<file path="config.mk">
export PLATFORM = sky130hd
export DESIGN_NAME = hs_updown_counter_groups
export DESIGN_NICKNAME = d
export VERILOG_FILES = /design/src/shared/hs_counter_pkg.sv /design/src/design/pin_edge_sync.sv /design/src/design/updown_count_group.sv /design/src/design/hs_updown_counter_groups.sv
export SDC_FILE = /design/constraint.sdc
export NUM_CORES = 1
export LEC_CHECK = 0
export BUFFER_PORTS_ARGS = -buffer_cell sky130_fd_sc_hd__buf_4
export CAP_MARGIN = 0
export CORE_MARGIN = 5
export CORE_UTILIZATION = 50
export CTS_BUF_LIST = sky130_fd_sc_hd__clkbuf_2
export CTS_CLUSTER_DIAMETER = 80
export CTS_CLUSTER_SIZE = 28
export DETAILED_ROUTE_END_ITERATION = 16
export PLACE_DENSITY = 0.67
export SLEW_MARGIN = 20
export SYNTH_ARGS = -nofsm -noshare
export SYNTH_HDL_FRONTEND = slang
export SYNTH_SLANG_ARGS = --single-unit
export TNS_END_PERCENT = 30
</file>
<file path="constraint.sdc">
create_clock -name core_clk -period 5.9 [get_ports core_clk]
set_input_delay 1.475 -clock core_clk [delete_from_list [all_inputs] [get_ports core_clk]]
set_output_delay 1.475 -clock core_clk [all_outputs]
set_load 0.01 [all_outputs]
</file>
<file path="src/shared/hs_counter_pkg.sv">
// constants and types shared by the high-speed counter groups
package hs_counter_pkg;

  localparam int GROUPS = 4;
  localparam int COUNT_W = 16;
  localparam int ADDR_W = 4;
  localparam int DATA_W = 16;
  localparam int GROUP_STRIDE = 4;

  // register indexes on the plain register port
  localparam logic [3:0] OFF_METHOD = 4'h0;
  localparam logic [3:0] OFF_REQ = 4'h1;
  localparam logic [3:0] OFF_DONE = 4'h2;
  localparam logic [3:0] OFF_RUN_CTRL = 4'h3;
  localparam logic [3:0] OFF_RUN_STAT = 4'h4;
  localparam logic [3:0] OFF_READBACK = 4'h5;
  localparam logic [3:0] OFF_COUNT0 = 4'h8;

  // field positions inside a group nibble
  localparam int BIT_DIR = 0;
  localparam int BIT_EDGE = 1;
  localparam int BIT_CHG = 0;
  localparam int BIT_RD = 1;
  localparam int BIT_RUN = 0;
  localparam int METHOD_W = 2;

  // writable bits
  localparam logic [15:0] MASK_METHOD = 16'h3333;
  localparam logic [15:0] MASK_REQ = 16'h3333;
  localparam logic [15:0] MASK_RUN = 16'h1111;

  // reset values
  localparam logic [15:0] RST_WORD = 16'h0000;
  localparam logic [15:0] RST_COUNT = 16'h0000;
  localparam logic [1:0] RST_METHOD = 2'h0;

  // pulse rate ceiling and the resulting cycles per input period
  localparam int MAX_RATE_HZ = 10000;
  localparam int CLK_HZ = 40000000;
  localparam int MIN_PERIOD_CYC = CLK_HZ / MAX_RATE_HZ;

  typedef enum logic [0:0] {
    HS_IDLE = 1'b0,
    HS_DONE = 1'b1
  } hs_state_t;

endpackage : hs_counter_pkg

</file>
<file path="src/design/pin_edge_sync.sv">
// three-stage pin synchroniser with qualified rise and fall pulses
`timescale 1ns/100ps
`default_nettype none
module pin_edge_sync (
  input wire logic core_clk,
  input wire logic rst_n,
  input wire logic pin,
  output logic rise,
  output logic fall
);

  typedef struct packed {
    logic [2:0] sh;
    logic stable;
    logic rise;
    logic fall;
  } sync_state_t;

  sync_state_t q;
  sync_state_t d;

  always_comb begin
    d = q;
    d.sh = {q.sh[1:0], pin};
    d.rise = 1'b0;
    d.fall = 1'b0;
    // second and third stage must agree before a change counts
    if (q.sh[2] == q.sh[1] && q.sh[2] != q.stable) begin
      d.stable = q.sh[2];
      d.rise = q.sh[2];
      d.fall = ~q.sh[2];
    end
  end

  always_ff @(posedge core_clk or negedge rst_n) begin
    if (!rst_n) begin
      q <= '0;
    end else begin
      q <= d;
    end
  end

  assign rise = q.rise;
  assign fall = q.fall;

endmodule : pin_edge_sync
`default_nettype wire

</file>
<file path="src/design/updown_count_group.sv">
// one group's up/down pulse counter
`timescale 1ns/100ps
`default_nettype none
module updown_count_group #(
  parameter int COUNT_W = 16
) (
  input wire logic core_clk,
  input wire logic rst_n,
  input wire logic rise,
  input wire logic fall,
  input wire logic enable,
  input wire logic clear,
  input wire logic dir_down,
  input wire logic edge_fall,
  output logic [COUNT_W-1:0] count
);

  generate
    if (COUNT_W < 1 || COUNT_W > 16) begin : g_bad_width
      $error("count width must be 1 to 16");
    end
  endgenerate

  typedef struct packed {
    logic [COUNT_W-1:0] count;
  } grp_state_t;

  grp_state_t q;
  grp_state_t d;
  logic tick;

  assign tick = edge_fall ? fall : rise;

  always_comb begin
    d = q;
    if (clear) begin
      d.count = '0;
    end else if (enable && tick) begin
      // natural wrap at both ends
      if (dir_down) begin
        d.count = COUNT_W'(q.count - 1'b1);
      end else begin
        d.count = COUNT_W'(q.count + 1'b1);
      end
    end
  end

  always_ff @(posedge core_clk or negedge rst_n) begin
    if (!rst_n) begin
      q <= '0;
    end else begin
      q <= d;
    end
  end

  assign count = q.count;

endmodule : updown_count_group
`default_nettype wire

</file>
<file path="src/design/hs_updown_counter_groups.sv">
// four-group high-speed up/down pulse counter with register port
`timescale 1ns/100ps
`default_nettype none
module hs_updown_counter_groups #(
  parameter int GROUPS = hs_counter_pkg::GROUPS
) (
  input wire logic core_clk,
  input wire logic rst_n,
  input wire logic [hs_counter_pkg::ADDR_W-1:0] reg_addr,
  input wire logic [hs_counter_pkg::DATA_W-1:0] reg_wdata,
  input wire logic reg_wr,
  input wire logic reg_rd,
  output logic [hs_counter_pkg::DATA_W-1:0] reg_rdata,
  input wire logic [GROUPS-1:0] count_pin,
  input wire logic prog_halt,
  input wire logic unit_offline
);

  localparam int CW = hs_counter_pkg::COUNT_W;
  localparam int MW = hs_counter_pkg::METHOD_W;
  localparam int ST = hs_counter_pkg::GROUP_STRIDE;

  generate
    if (GROUPS < 1 || GROUPS > 4) begin : g_bad_groups
      $error("group count must be 1 to 4");
    end
  endgenerate

  typedef struct packed {
    logic [15:0] method;
    logic [15:0] req;
    logic [15:0] run;
    logic [15:0] readback;
    logic [GROUPS-1:0][MW-1:0] applied;
    hs_counter_pkg::hs_state_t [GROUPS-1:0] chg;
    hs_counter_pkg::hs_state_t [GROUPS-1:0] rd;
    logic [15:0] rdata;
  } top_state_t;

  top_state_t q;
  top_state_t d;

  logic [GROUPS-1:0] rise;
  logic [GROUPS-1:0] fall;
  logic [GROUPS-1:0][CW-1:0] count;
  logic [GROUPS-1:0] active;
  logic [15:0] done_word;
  logic [15:0] stat_word;

  // one terminal per group: single-phase variant only
  for (genvar g = 0; g < GROUPS; g++) begin : g_grp
    pin_edge_sync u_sync (
      .core_clk(core_clk),
      .rst_n(rst_n),
      .pin(count_pin[g]),
      .rise(rise[g]),
      .fall(fall[g])
    );

    // running and not offline; halt only pauses, status stays up
    assign active[g] = q.run[g*ST + hs_counter_pkg::BIT_RUN]
      && !unit_offline;

    // applied method drives the counter live, so a switch mid-count
    // may drop the pulse arriving in the same cycle
    updown_count_group #(
      .COUNT_W(CW)
    ) u_cnt (
      .core_clk(core_clk),
      .rst_n(rst_n),
      .rise(rise[g]),
      .fall(fall[g]),
      .enable(active[g] && !prog_halt),
      .clear(unit_offline),
      .dir_down(q.applied[g][hs_counter_pkg::BIT_DIR]),
      .edge_fall(q.applied[g][hs_counter_pkg::BIT_EDGE]),
      .count(count[g])
    );
  end

  always_comb begin
    done_word = '0;
    stat_word = '0;
    for (int g = 0; g < GROUPS; g++) begin
      done_word[g*ST + hs_counter_pkg::BIT_CHG] =
        (q.chg[g] == hs_counter_pkg::HS_DONE);
      done_word[g*ST + hs_counter_pkg::BIT_RD] =
        (q.rd[g] == hs_counter_pkg::HS_DONE);
      stat_word[g*ST + hs_counter_pkg::BIT_RUN] = active[g];
    end
  end

  always_comb begin
    d = q;
    d.rdata = '0;

    if (reg_wr) begin
      case (reg_addr)
        hs_counter_pkg::OFF_METHOD: begin
          d.method = reg_wdata & hs_counter_pkg::MASK_METHOD;
        end
        hs_counter_pkg::OFF_REQ: begin
          d.req = reg_wdata & hs_counter_pkg::MASK_REQ;
        end
        hs_counter_pkg::OFF_RUN_CTRL: begin
          d.run = reg_wdata & hs_counter_pkg::MASK_RUN;
        end
        default: begin
        end
      endcase
    end

    if (reg_rd) begin
      case (reg_addr)
        hs_counter_pkg::OFF_METHOD: d.rdata = q.method;
        hs_counter_pkg::OFF_REQ: d.rdata = q.req;
        hs_counter_pkg::OFF_DONE: d.rdata = done_word;
        hs_counter_pkg::OFF_RUN_CTRL: d.rdata = q.run;
        hs_counter_pkg::OFF_RUN_STAT: d.rdata = stat_word;
        hs_counter_pkg::OFF_READBACK: d.rdata = q.readback;
        default: begin
          // counts sit at consecutive indexes from the first
          for (int g = 0; g < GROUPS; g++) begin
            if (reg_addr == 4'(hs_counter_pkg::OFF_COUNT0 + g)) begin
              d.rdata = 16'(count[g]);
            end
          end
        end
      endcase
    end

    // each group touches only its own slice
    for (int g = 0; g < GROUPS; g++) begin
      case (q.chg[g])
        hs_counter_pkg::HS_IDLE: begin
          if (q.req[g*ST + hs_counter_pkg::BIT_CHG]) begin
            // whole method field taken at once
            d.applied[g] = q.method[g*ST +: MW];
            d.chg[g] = hs_counter_pkg::HS_DONE;
          end
        end
        hs_counter_pkg::HS_DONE: begin
          // relies on software waiting for done before dropping
          if (!q.req[g*ST + hs_counter_pkg::BIT_CHG]) begin
            d.chg[g] = hs_counter_pkg::HS_IDLE;
          end
        end
        default: d.chg[g] = hs_counter_pkg::HS_IDLE;
      endcase

      case (q.rd[g])
        hs_counter_pkg::HS_IDLE: begin
          if (q.req[g*ST + hs_counter_pkg::BIT_RD]) begin
            d.readback[g*ST +: MW] = q.applied[g];
            d.rd[g] = hs_counter_pkg::HS_DONE;
          end
        end
        hs_counter_pkg::HS_DONE: begin
          if (!q.req[g*ST + hs_counter_pkg::BIT_RD]) begin
            d.rd[g] = hs_counter_pkg::HS_IDLE;
          end
        end
        default: d.rd[g] = hs_counter_pkg::HS_IDLE;
      endcase
    end
  end

  always_ff @(posedge core_clk or negedge rst_n) begin
    if (!rst_n) begin
      q.method <= hs_counter_pkg::RST_WORD;
      q.req <= hs_counter_pkg::RST_WORD;
      q.run <= hs_counter_pkg::RST_WORD;
      q.readback <= hs_counter_pkg::RST_WORD;
      q.applied <= '0;
      q.chg <= '{default: hs_counter_pkg::HS_IDLE};
      q.rd <= '{default: hs_counter_pkg::HS_IDLE};
      q.rdata <= hs_counter_pkg::RST_WORD;
    end else begin
      q <= d;
    end
  end

  assign reg_rdata = q.rdata;

endmodule : hs_updown_counter_groups
`default_nettype wire

</file>
## Word level (Yosys, flattened, before mapping)

Cells that the tools add are included.

| word-level totals | value |
|---|---|
| bits in registers | 148 |
| latch bits | 0 |
| bits in writable memories | 0 |
| ROM bits | 0 |
| input port bits | 30 |
| output and inout port bits | 16 |
| word-level logic and storage cells | 145 |
| memories | 0 |

| cells by class | value |
|---|---|
| $add $sub $neg | 8 |
| multiply operators | 0 |
| div/mod/pow operators | 0 |
| magnitude comparators | 0 |
| equal/unequal tests | 17 |
| shifts and indexed selects | 0 |
| muxes and demuxes | 34 |
| bitwise gates (word level) | 12 |
| reductions and logical operators | 34 |

Operators with widths:

| cell | number |
|---|---|
| two-way mux 16 bit | 17 |
| one-hot mux 16 bit (6 select lines) | 1 |
| adder 16 x 1 -> 16 bit, second input constant | 4 |
| subtractor 16 x 1 -> 16 bit, second input constant | 4 |
| AND reduction 2 bit | 11 |
| == test 4 bit, second input constant | 4 |
| logical AND 1 bit | 16 |
| two-way mux 1 bit | 12 |
| inverter 1 bit | 12 |
| == test 4 x 2 -> 1 bit, second input constant | 2 |
| == test 4 x 3 -> 1 bit, second input constant | 2 |
| two-way mux 2 bit | 4 |
| nonzero test 2 bit | 4 |
| == test 1 bit | 4 |
| == test 4 x 1 -> 1 bit, second input constant | 1 |
| zero test 4 bit | 1 |
| != test 1 bit | 4 |
| zero test 1 bit | 2 |

## Longest topological paths before layout

Gate-level depths: netlist of run 1.

| depth | value |
|---|---|
| word-level depth | 7 |
| gate-level depth with buffers | 10 |

## Hierarchy

Synthesis of run 1 repeated with hierarchy kept, for this count alone.

| second synthesis, totals | value |
|---|---|
| cells, all modules | 963 |
| area, all modules | 9601.7 um2 |

By module, submodules not included:

| module | times used | cells each | area each (um2) |
|---|---|---|---|
| updown_count_group at g_grp[1].u_cnt ... | 3 | 174 | 1472.7 |
| hs_updown_counter_groups | 1 | 247 | 3100.5 |
| updown_count_group at g_grp[0].u_cnt | 1 | 158 | 1367.6 |
| pin_edge_sync | 4 | 9 | 178.9 |

## Worst setup path after synthesis of run 1

Ideal clock, no wire load.

| path | value |
|---|---|
| path kind | input to register |
| start | in reg_addr[1] in the netlist's numbering |
| end | reg q, in the netlist reg_rdata[10] |
| library setup time | 0.120 ns |
| arrival time | 2.857 ns |
| setup slack | 2.924 ns |
| cell stages on the path | 5 |
| buffers on the path | 3 |
| cell sequence | clkbuf_1 clkbuf_1 buf_1 mux4_2 and3_1 |

RTL lines:

| item | line | text |
|---|---|---|
| from (decl) | hs_updown_counter_groups.sv:9 | `input wire logic [hs_counter_pkg::ADDR_W-1:0] reg_addr,` |
| to (decl) | hs_updown_counter_groups.sv:40 | `top_state_t q;` |

## Worst setup path in the final report of run 1

| path | value |
|---|---|
| start | reg q[30] in the netlist's numbering |
| end | reg g_grp[3].u_cnt.q, in the netlist g_grp[3].u_cnt.count[8] |

| between the ends | value |
|---|---|
| longest elaborated chain between the ends | 3 |

Ends and longest elaborated chain:

| item | line | text |
|---|---|---|
| two-way mux 16 bit | updown_count_group.sv:40 | `if (dir_down) begin` |
| two-way mux 16 bit | updown_count_group.sv:38 | `end else if (enable && tick) begin` |
| two-way mux 16 bit | updown_count_group.sv:36 | `if (clear) begin` |
| to (signal assigned) | updown_count_group.sv:50 | `q <= '0;` |
| to (signal assigned) | updown_count_group.sv:52 | `q <= d;` |
| to (decl) | updown_count_group.sv:28 | `grp_state_t q;` |

No other way between the ends. The select of a mux whose other input is x is not followed.
A chain may end at the register's enable or synchronous reset.

==> results of run 1 <==
## worst reg2reg max path, delay by kind of cell (launching register included)
| kind | cells | cell delay, ns |
|---|---|---|
| AO/OA/AOI/OAI | 5 | 1.27 |
| adder cells (fa/ha/maj) | 1 | 0.41 |
| AND/OR/NAND/NOR | 2 | 0.48 |
| flip-flops | 1 | 0.88 |
## through the flow
step	hold slack, ns	utilization	area [µm²]	setup slack, ns	cells
after floorplan	0.331	-	8790	2.92	868
after global placement	0.331	0.527	9120	2.62	1092
after detailed placement	0.336	0.527	9120	2.61	1092
after CTS	0.379	0.541	9350	2.80	1124
after global routing	0.380	0.541	9360	2.51	1125
final	0.380	0.541	9360	2.78	1125
## area by class of cell
class | count | area [µm²] | area share
Tap cell | 225 | 282 | 0.0301
Sequential cell | 148 | 3700 | 0.396
Antenna cell | 1 | 2.50 | 0.000267
Inverter | 23 | 86.3 | 0.00922
Clock inverter | 15 | 145 | 0.0155
Timing Repair Buffer | 39 | 297 | 0.0317
Multi-Input combinational cell | 657 | 4760 | 0.508
Clock buffer | 17 | 85.1 | 0.00909
## cells in the final DEF, fill, tap and decap left out, types with 14 or more instances in the layout
master    instances
dfrtp_1         148
nand2_1          96
a21oi_1          59
ha_1             56
nor2_1           52
o21ai_0          43
mux2_2           42
o21ai_1          38
buf_4            38
a21o_1           28
inv_1            22
xor2_1           20
nor2b_1          18
xnor2_1          18
clkbuf_2         17
nor3_1           14
## cell families after synthesis
group / Yosys count / share of synthesized area
buffers and inverters: 63 / 0.0377
multiplexers: 69 / 0.104
XOR/XNOR: 38 / 0.0379
AO/OA/AOI/OAI: 244 / 0.175
adder cells (fa/ha/maj): 64 / 0.0934
flip-flops: 148 / 0.421
AND/OR/NAND/NOR: 242 / 0.130
## flip-flops by register name, indices dropped and copies added (netlist names)
| name | cells |
|---|---|
| q | 36 |
| reg_rdata | 16 |
| g_grp.u_sync.q | 8 |
| g_grp.u_cnt.count | 64 |
| g_grp.u_sync.fall | 4 |
| g_grp.u_sync.d | 8 |
| done_word | 8 |
| g_grp.u_sync.rise | 4 |
## how the worst max path moves through the flow
stage                      from                        to  cells after the start
global route              q[24]  g_grp[0].u_cnt.count[14]                      9
CTS                       q[28]  g_grp[2].u_cnt.count[15]                      8
floorplan           reg_addr[1]             reg_rdata[10]                      5
detailed placement  reg_addr[0]              reg_rdata[8]                      6
global placement    reg_addr[0]              reg_rdata[8]                      6
finish                    q[30]   g_grp[3].u_cnt.count[8]                      8
## metal layers
metal	track usage	vias to the layer above	part of all wire
met2	0.327	127	0.46
met1	0.303	3214	0.49
met4	0.0380	0	0.011
met3	0.0430	13	0.043
li1	-	3194	-
met5	0	-	0
## power by group
part / switching, mW / leakage (nW) / internal (mW)
registers: 0.178 / 1.95 / 1.14
logic: 0.483 / 2.30 / 0.428
clock network: 0.412 / 0.134 / 0.164
total: 1.07 / 4.38 / 1.73
==> run summary, run 1 <==
status = complete, no violations
Async S/R FF share, synth = 1.00
Die X = 143 µm
first-pass GRT wire length = 33200 µm
gp weighted congestion = 0.846
vias in the first global route = 6263
initial core utilization = 0.508
clock skew = 0.0320 ns
CP Data Required Time = 6.53 ns
CTS Buf Count = 17
relative slew slack = 0.436
EDFF count, synth = 0
CP Capture Type = flop
Synth cell types = 66
RSZ-0062 raised after global routing = false
maximum vdd drop = 0.154 mV
worst skew pair latency = 0.71 ns
Crit path buffers/inverters = 0
Post-Synthesis Cell Area = 0.00879 mm²
Worst path slowest cell = dfrtp_1
Area contributors post-synth = dfrtp_1 (42%), ha_1 (8.0%), mux2_2 (5.4%)
worst setup path class = reg2reg
crit path time final = 3.12 ns
Setup TNS = 0 ns
Synth Area per Inst = 10.1 µm²
flops & latches, synth = 148
Area Overhead vs Synth = 6.52%
largest area contributor in the netlist = dfrtp_1
largest net degree at the start of global routing = 77
worst-path maximum fanout = 18
startpoint types = flop
Nets = 976
hold buffer count at CTS = 0
syn nets = 958
die height = 143 µm
total congestion overflow = 0
power density over cell area = 299 mW/mm²
Max Freq = 321 MHz
htree depth = 4
Post CTS Setup Buffer Count = 0
cell mode on critical path = a21boi_1
most frequent cell after synthesis = dfrtp_1
HPWL after detailed placement = 14900 µm
row cnt = 48
DRT Wirelength = 20400 µm
static leakage = 4.38 nW
IO Pins = 46
vias after detailed routing = 6548
final max-slew violation count = 0
CTS Buffer Depth = 2
# setup viols final = 0
CP max stage delay = 0.88 ns
post-synthesis sequential area ratio = 0.421
vias per cell = 5.82
Fillers = 1598
Gates resized, CTS repair = 0
Clock Pin Slew Worst Setup and Hold Paths = 0.25 ns
hold depth = 0
actual slew at the worst max-slew pin = 0.846 ns
initial antenna violation count = 1
Synth Flop Type = dfrtp_1
clock root buffer = clkbuf_2
layout cells sized above 1 = 0.155
Yosys warning count = 0
Hold Path End = g_grp[1].u_sync.d[5]
die area = 0.0203 mm²
Top delay family on crit path = compound AO/OA/AOI/OAI gates
GRT Total Usage = 0.208
reg2reg start = q[30]
post-route ant nets = 0
Pwr Total = 2.80 mW
TritonRoute pass-1 iters = 5
final number of hold-violating endpoints = 0
Worst R2R End = g_grp[3].u_cnt.count[8]
Final period util = 0.528
DRT iter0 DRCs = 487
synth cell count leaders = dfrtp_1 (148), nand2_1 (96), a21oi_1 (59), ha_1 (56), nor2_1 (55)
CTS tree = done
CP cell instances = ha_1 > nor2b_1 > o21ai_1 > a21boi_1 > o31ai_1 > a21boi_1 > or3_1 > a32o_1
Synth Instances = 868
IO Port Bufs = 37
CTS sink cnt = 148
routed len/inst = 18.2 µm
top cell type's share of synthesized area = 0.421
reg2reg setup slack = 2.78 ns
min-delay src = g_grp[1].u_sync.d[4]
Reg2Reg Depth = 8
Max-cap violations = 0
drt drc = 0
Hold Path Class = reg2reg
Worst Path Arrival = 3.74 ns
CORE AREA = 0.0173 mm²
(Power assumes the default switching activity.)
==> inputs of run 2 (changes only) <==
--- a/config.mk
+++ b/config.mk
@@ -13,7 +13,7 @@
 export CTS_CLUSTER_DIAMETER = 80
 export CTS_CLUSTER_SIZE = 28
 export DETAILED_ROUTE_END_ITERATION = 16
-export PLACE_DENSITY = 0.67
+export PLACE_DENSITY = 0.7
 export SLEW_MARGIN = 20
 export SYNTH_ARGS = -nofsm -noshare
 export SYNTH_HDL_FRONTEND = slang
==> constraint.sdc (replaced) <==
create_clock -name core_clk -period 2.6 [get_ports core_clk]
set_input_delay 0.65 -clock core_clk [delete_from_list [all_inputs] [get_ports core_clk]]
set_output_delay 0.65 -clock core_clk [all_outputs]
set_load 0.01 [all_outputs]
==> run summary, run 2 (synthesis results as in run 1) <==
post-route ant nets = 0 (unchanged)
final max-slew violation count = 0 (unchanged)
CTS tree = done
Pwr Total = 6.59 mW (+140%)
actual slew at the worst max-slew pin = 1.13 ns (+0.287 ns)
design area = 0.00980 mm² (+4.7%)
status = complete, no violations
Worst R2R End = g_grp[2].u_cnt.count[15]
htree depth = 4 (unchanged)
maximum vdd drop = 0.375 mV (+140%)
worst skew pair latency = 0.72 ns (about the same)
most common cell after layout, fill and taps aside = dfrtp_1
CORE AREA = 0.0173 mm² (unchanged)
layout cells sized above 1 = 0.202 (+0.0473)
Clock Pin Slew Worst Setup and Hold Paths = 0.24 ns (about the same)
Nets = 1023 (+4.8%)
TritonRoute pass-1 iters = 4 (-1)
reg2reg start = q[28]
static leakage = 4.63 nW (+5.5%)
# setup viols final = 0 (unchanged)
die height = 143 µm (unchanged)
Critical Path Source = q[28]
HPWL after detailed placement = 15200 µm (+2.3%)
clock skew = 0.0320 ns (+0.0000160 ns)
RSZ-0062 raised after global routing = true
Worst Path Arrival = 3.16 ns (-0.58 ns)
CP Data Required Time = 3.22 ns (-3.31 ns)
Final Util = 0.567 (+0.0256)
dpl cell area = 0.00948 mm² (+3.9%)
Hold Path Class = in2reg
CP max stage delay = 0.50 ns (-0.38 ns)
PnR worst setup slack = 0.0571 ns (-2.73 ns)
GRT Total Usage = 0.207 (-0.000780)
worst-path maximum fanout = 20 (+2)
vias after detailed routing = 6750 (+3.1%)
WP depth = 9 (+1)
CP cell instances = buf_12 > ha_1 > o21a_2 > a211oi_2 > nor2_1 > a221o_1 > and4_4 > o311ai_1 > o211ai_1
total congestion overflow = 0 (unchanged)
first-pass GRT wire length = 33300 µm (+0.31%)
clock root buffer = clkbuf_2
Top delay family on crit path = compound AO/OA/AOI/OAI gates
initial core utilization = 0.508 (unchanged)
power density over cell area = 672 mW/mm² (+120%)
routed len/inst = 17.3 µm (-4.6%)
Max-cap violations = 0 (unchanged)
worst setup path class = reg2reg
drt drc = 0 (unchanged)
Final period util = 0.978 (+0.450)
startpoint types = flop
IO Port Bufs = 37 (unchanged)
die area = 0.0203 mm² (unchanged)
most frequent cells in the layout = dfrtp_1 (144), nand2_1 (96), buf_4 (76)
final number of hold-violating endpoints = 0 (unchanged)
CTS sink cnt = 148 (unchanged)
crit path time final = 2.54 ns (-0.574 ns)
Die X = 143 µm (unchanged)
Area Overhead vs Synth = 11.6%
CP Capture Type = flop
initial antenna violation count = 1 (unchanged)
relative slew slack = 0.242 (-0.194)
row cnt = 48 (unchanged)
gp weighted congestion = 0.894 (+5.7%)
Worst path slowest cell = dfrtp_2
reg2reg setup slack = 0.06 ns (-2.73 ns)
CTS Buffer Depth = 2 (unchanged)
IO Pins = 46 (unchanged)
Reg2Reg Depth = 9 (+1)
DRT Wirelength = 20300 µm (-0.66%)
vias per cell = 5.76 (-1.0%)
Crit path buffers/inverters = 1 (+1)
crit path to = g_grp[2].u_cnt.count[15]
vias in the first global route = 6523 (+4.2%)
DRT iter0 DRCs = 384 (-21%)
largest net degree at the start of global routing = 48 (-38%)
CTS Buf Count = 17 (unchanged)
max reg flops = 64 (unchanged)
dpl ws = 0.00165 ns (-2.61 ns)
Max Freq = 393 MHz (+23%)
==> run 2: worst min-delay path by stage <==
stage                                     from              endpoint  slack [ns]  cells past startpoint
after floorplan           g_grp[0].u_sync.d[4]  g_grp[0].u_sync.d[5]        0.33                      0
after detailed placement  g_grp[2].u_sync.d[4]  g_grp[2].u_sync.d[5]        0.34                      0
after global routing              reg_wdata[9]                 q[73]        0.06                      2
after CTS                         reg_wdata[1]                 q[65]        0.09                      2
final                             reg_wdata[9]                 q[89]        0.15                      2
after global placement    g_grp[3].u_sync.d[4]  g_grp[3].u_sync.d[5]        0.33                      0
==> run 2: worst register-to-register path: cells and delay by family (launching register included) <==
kind	cells	cell delay, ns
AOI/OAI and AO/OA	5	1.16
DFF	1	0.50
adders and majority gates	1	0.31
and+or+nand+nor	2	0.31
buffers and inverters	1	0.17
==> run 2: report_power, final <==
| group | switching, mW | internal [mW] |
|---|---|---|
| sequential | 0.268 | 2.59 |
| clock | 0.969 | 0.304 |
| combinational | 1.29 | 1.17 |
==> run 2: routing by layer <==
layer	track usage	part of all wire
met1	0.300	0.48
met4	0.0625	0.020
met5	0	0
met3	0.0373	0.047
met2	0.319	0.46
==> run 2: per-stage QoR <==
step	hold slack (ns)	TNS, ns	cells
5_1_grt	0.0605	-0.203	1172
2_1_floorplan	0.331	0	868
3_3_place_gp	0.332	0	1133
4_1_cts	0.0901	0	1170
3_5_place_dp	0.340	0	1133
6_report	0.154	0	1172
==> run 2: area by class of cell <==
cell class                      count  area (µm²)
Antenna cell                        1        2.50
Sequential cell                   148        3710
Timing Repair Buffer               86         712
Clock buffer                       18        90.1
Tap cell                          225         282
Clock inverter                     14         140
Multi-Input combinational cell    657        4780
Inverter                           23        86.3
Fill cell                        1494        7490
==> run 2: repair_timing <==
action / CTS / global route
gates cloned: 0 / 0
pin swaps: 0 / 4
hold buffers: 5 / 0
setup buffers: 0 / 1
hold endpoints to repair: 48 / 0
resized for setup: 1 / 10
setup endpoints to repair: 3 / 14
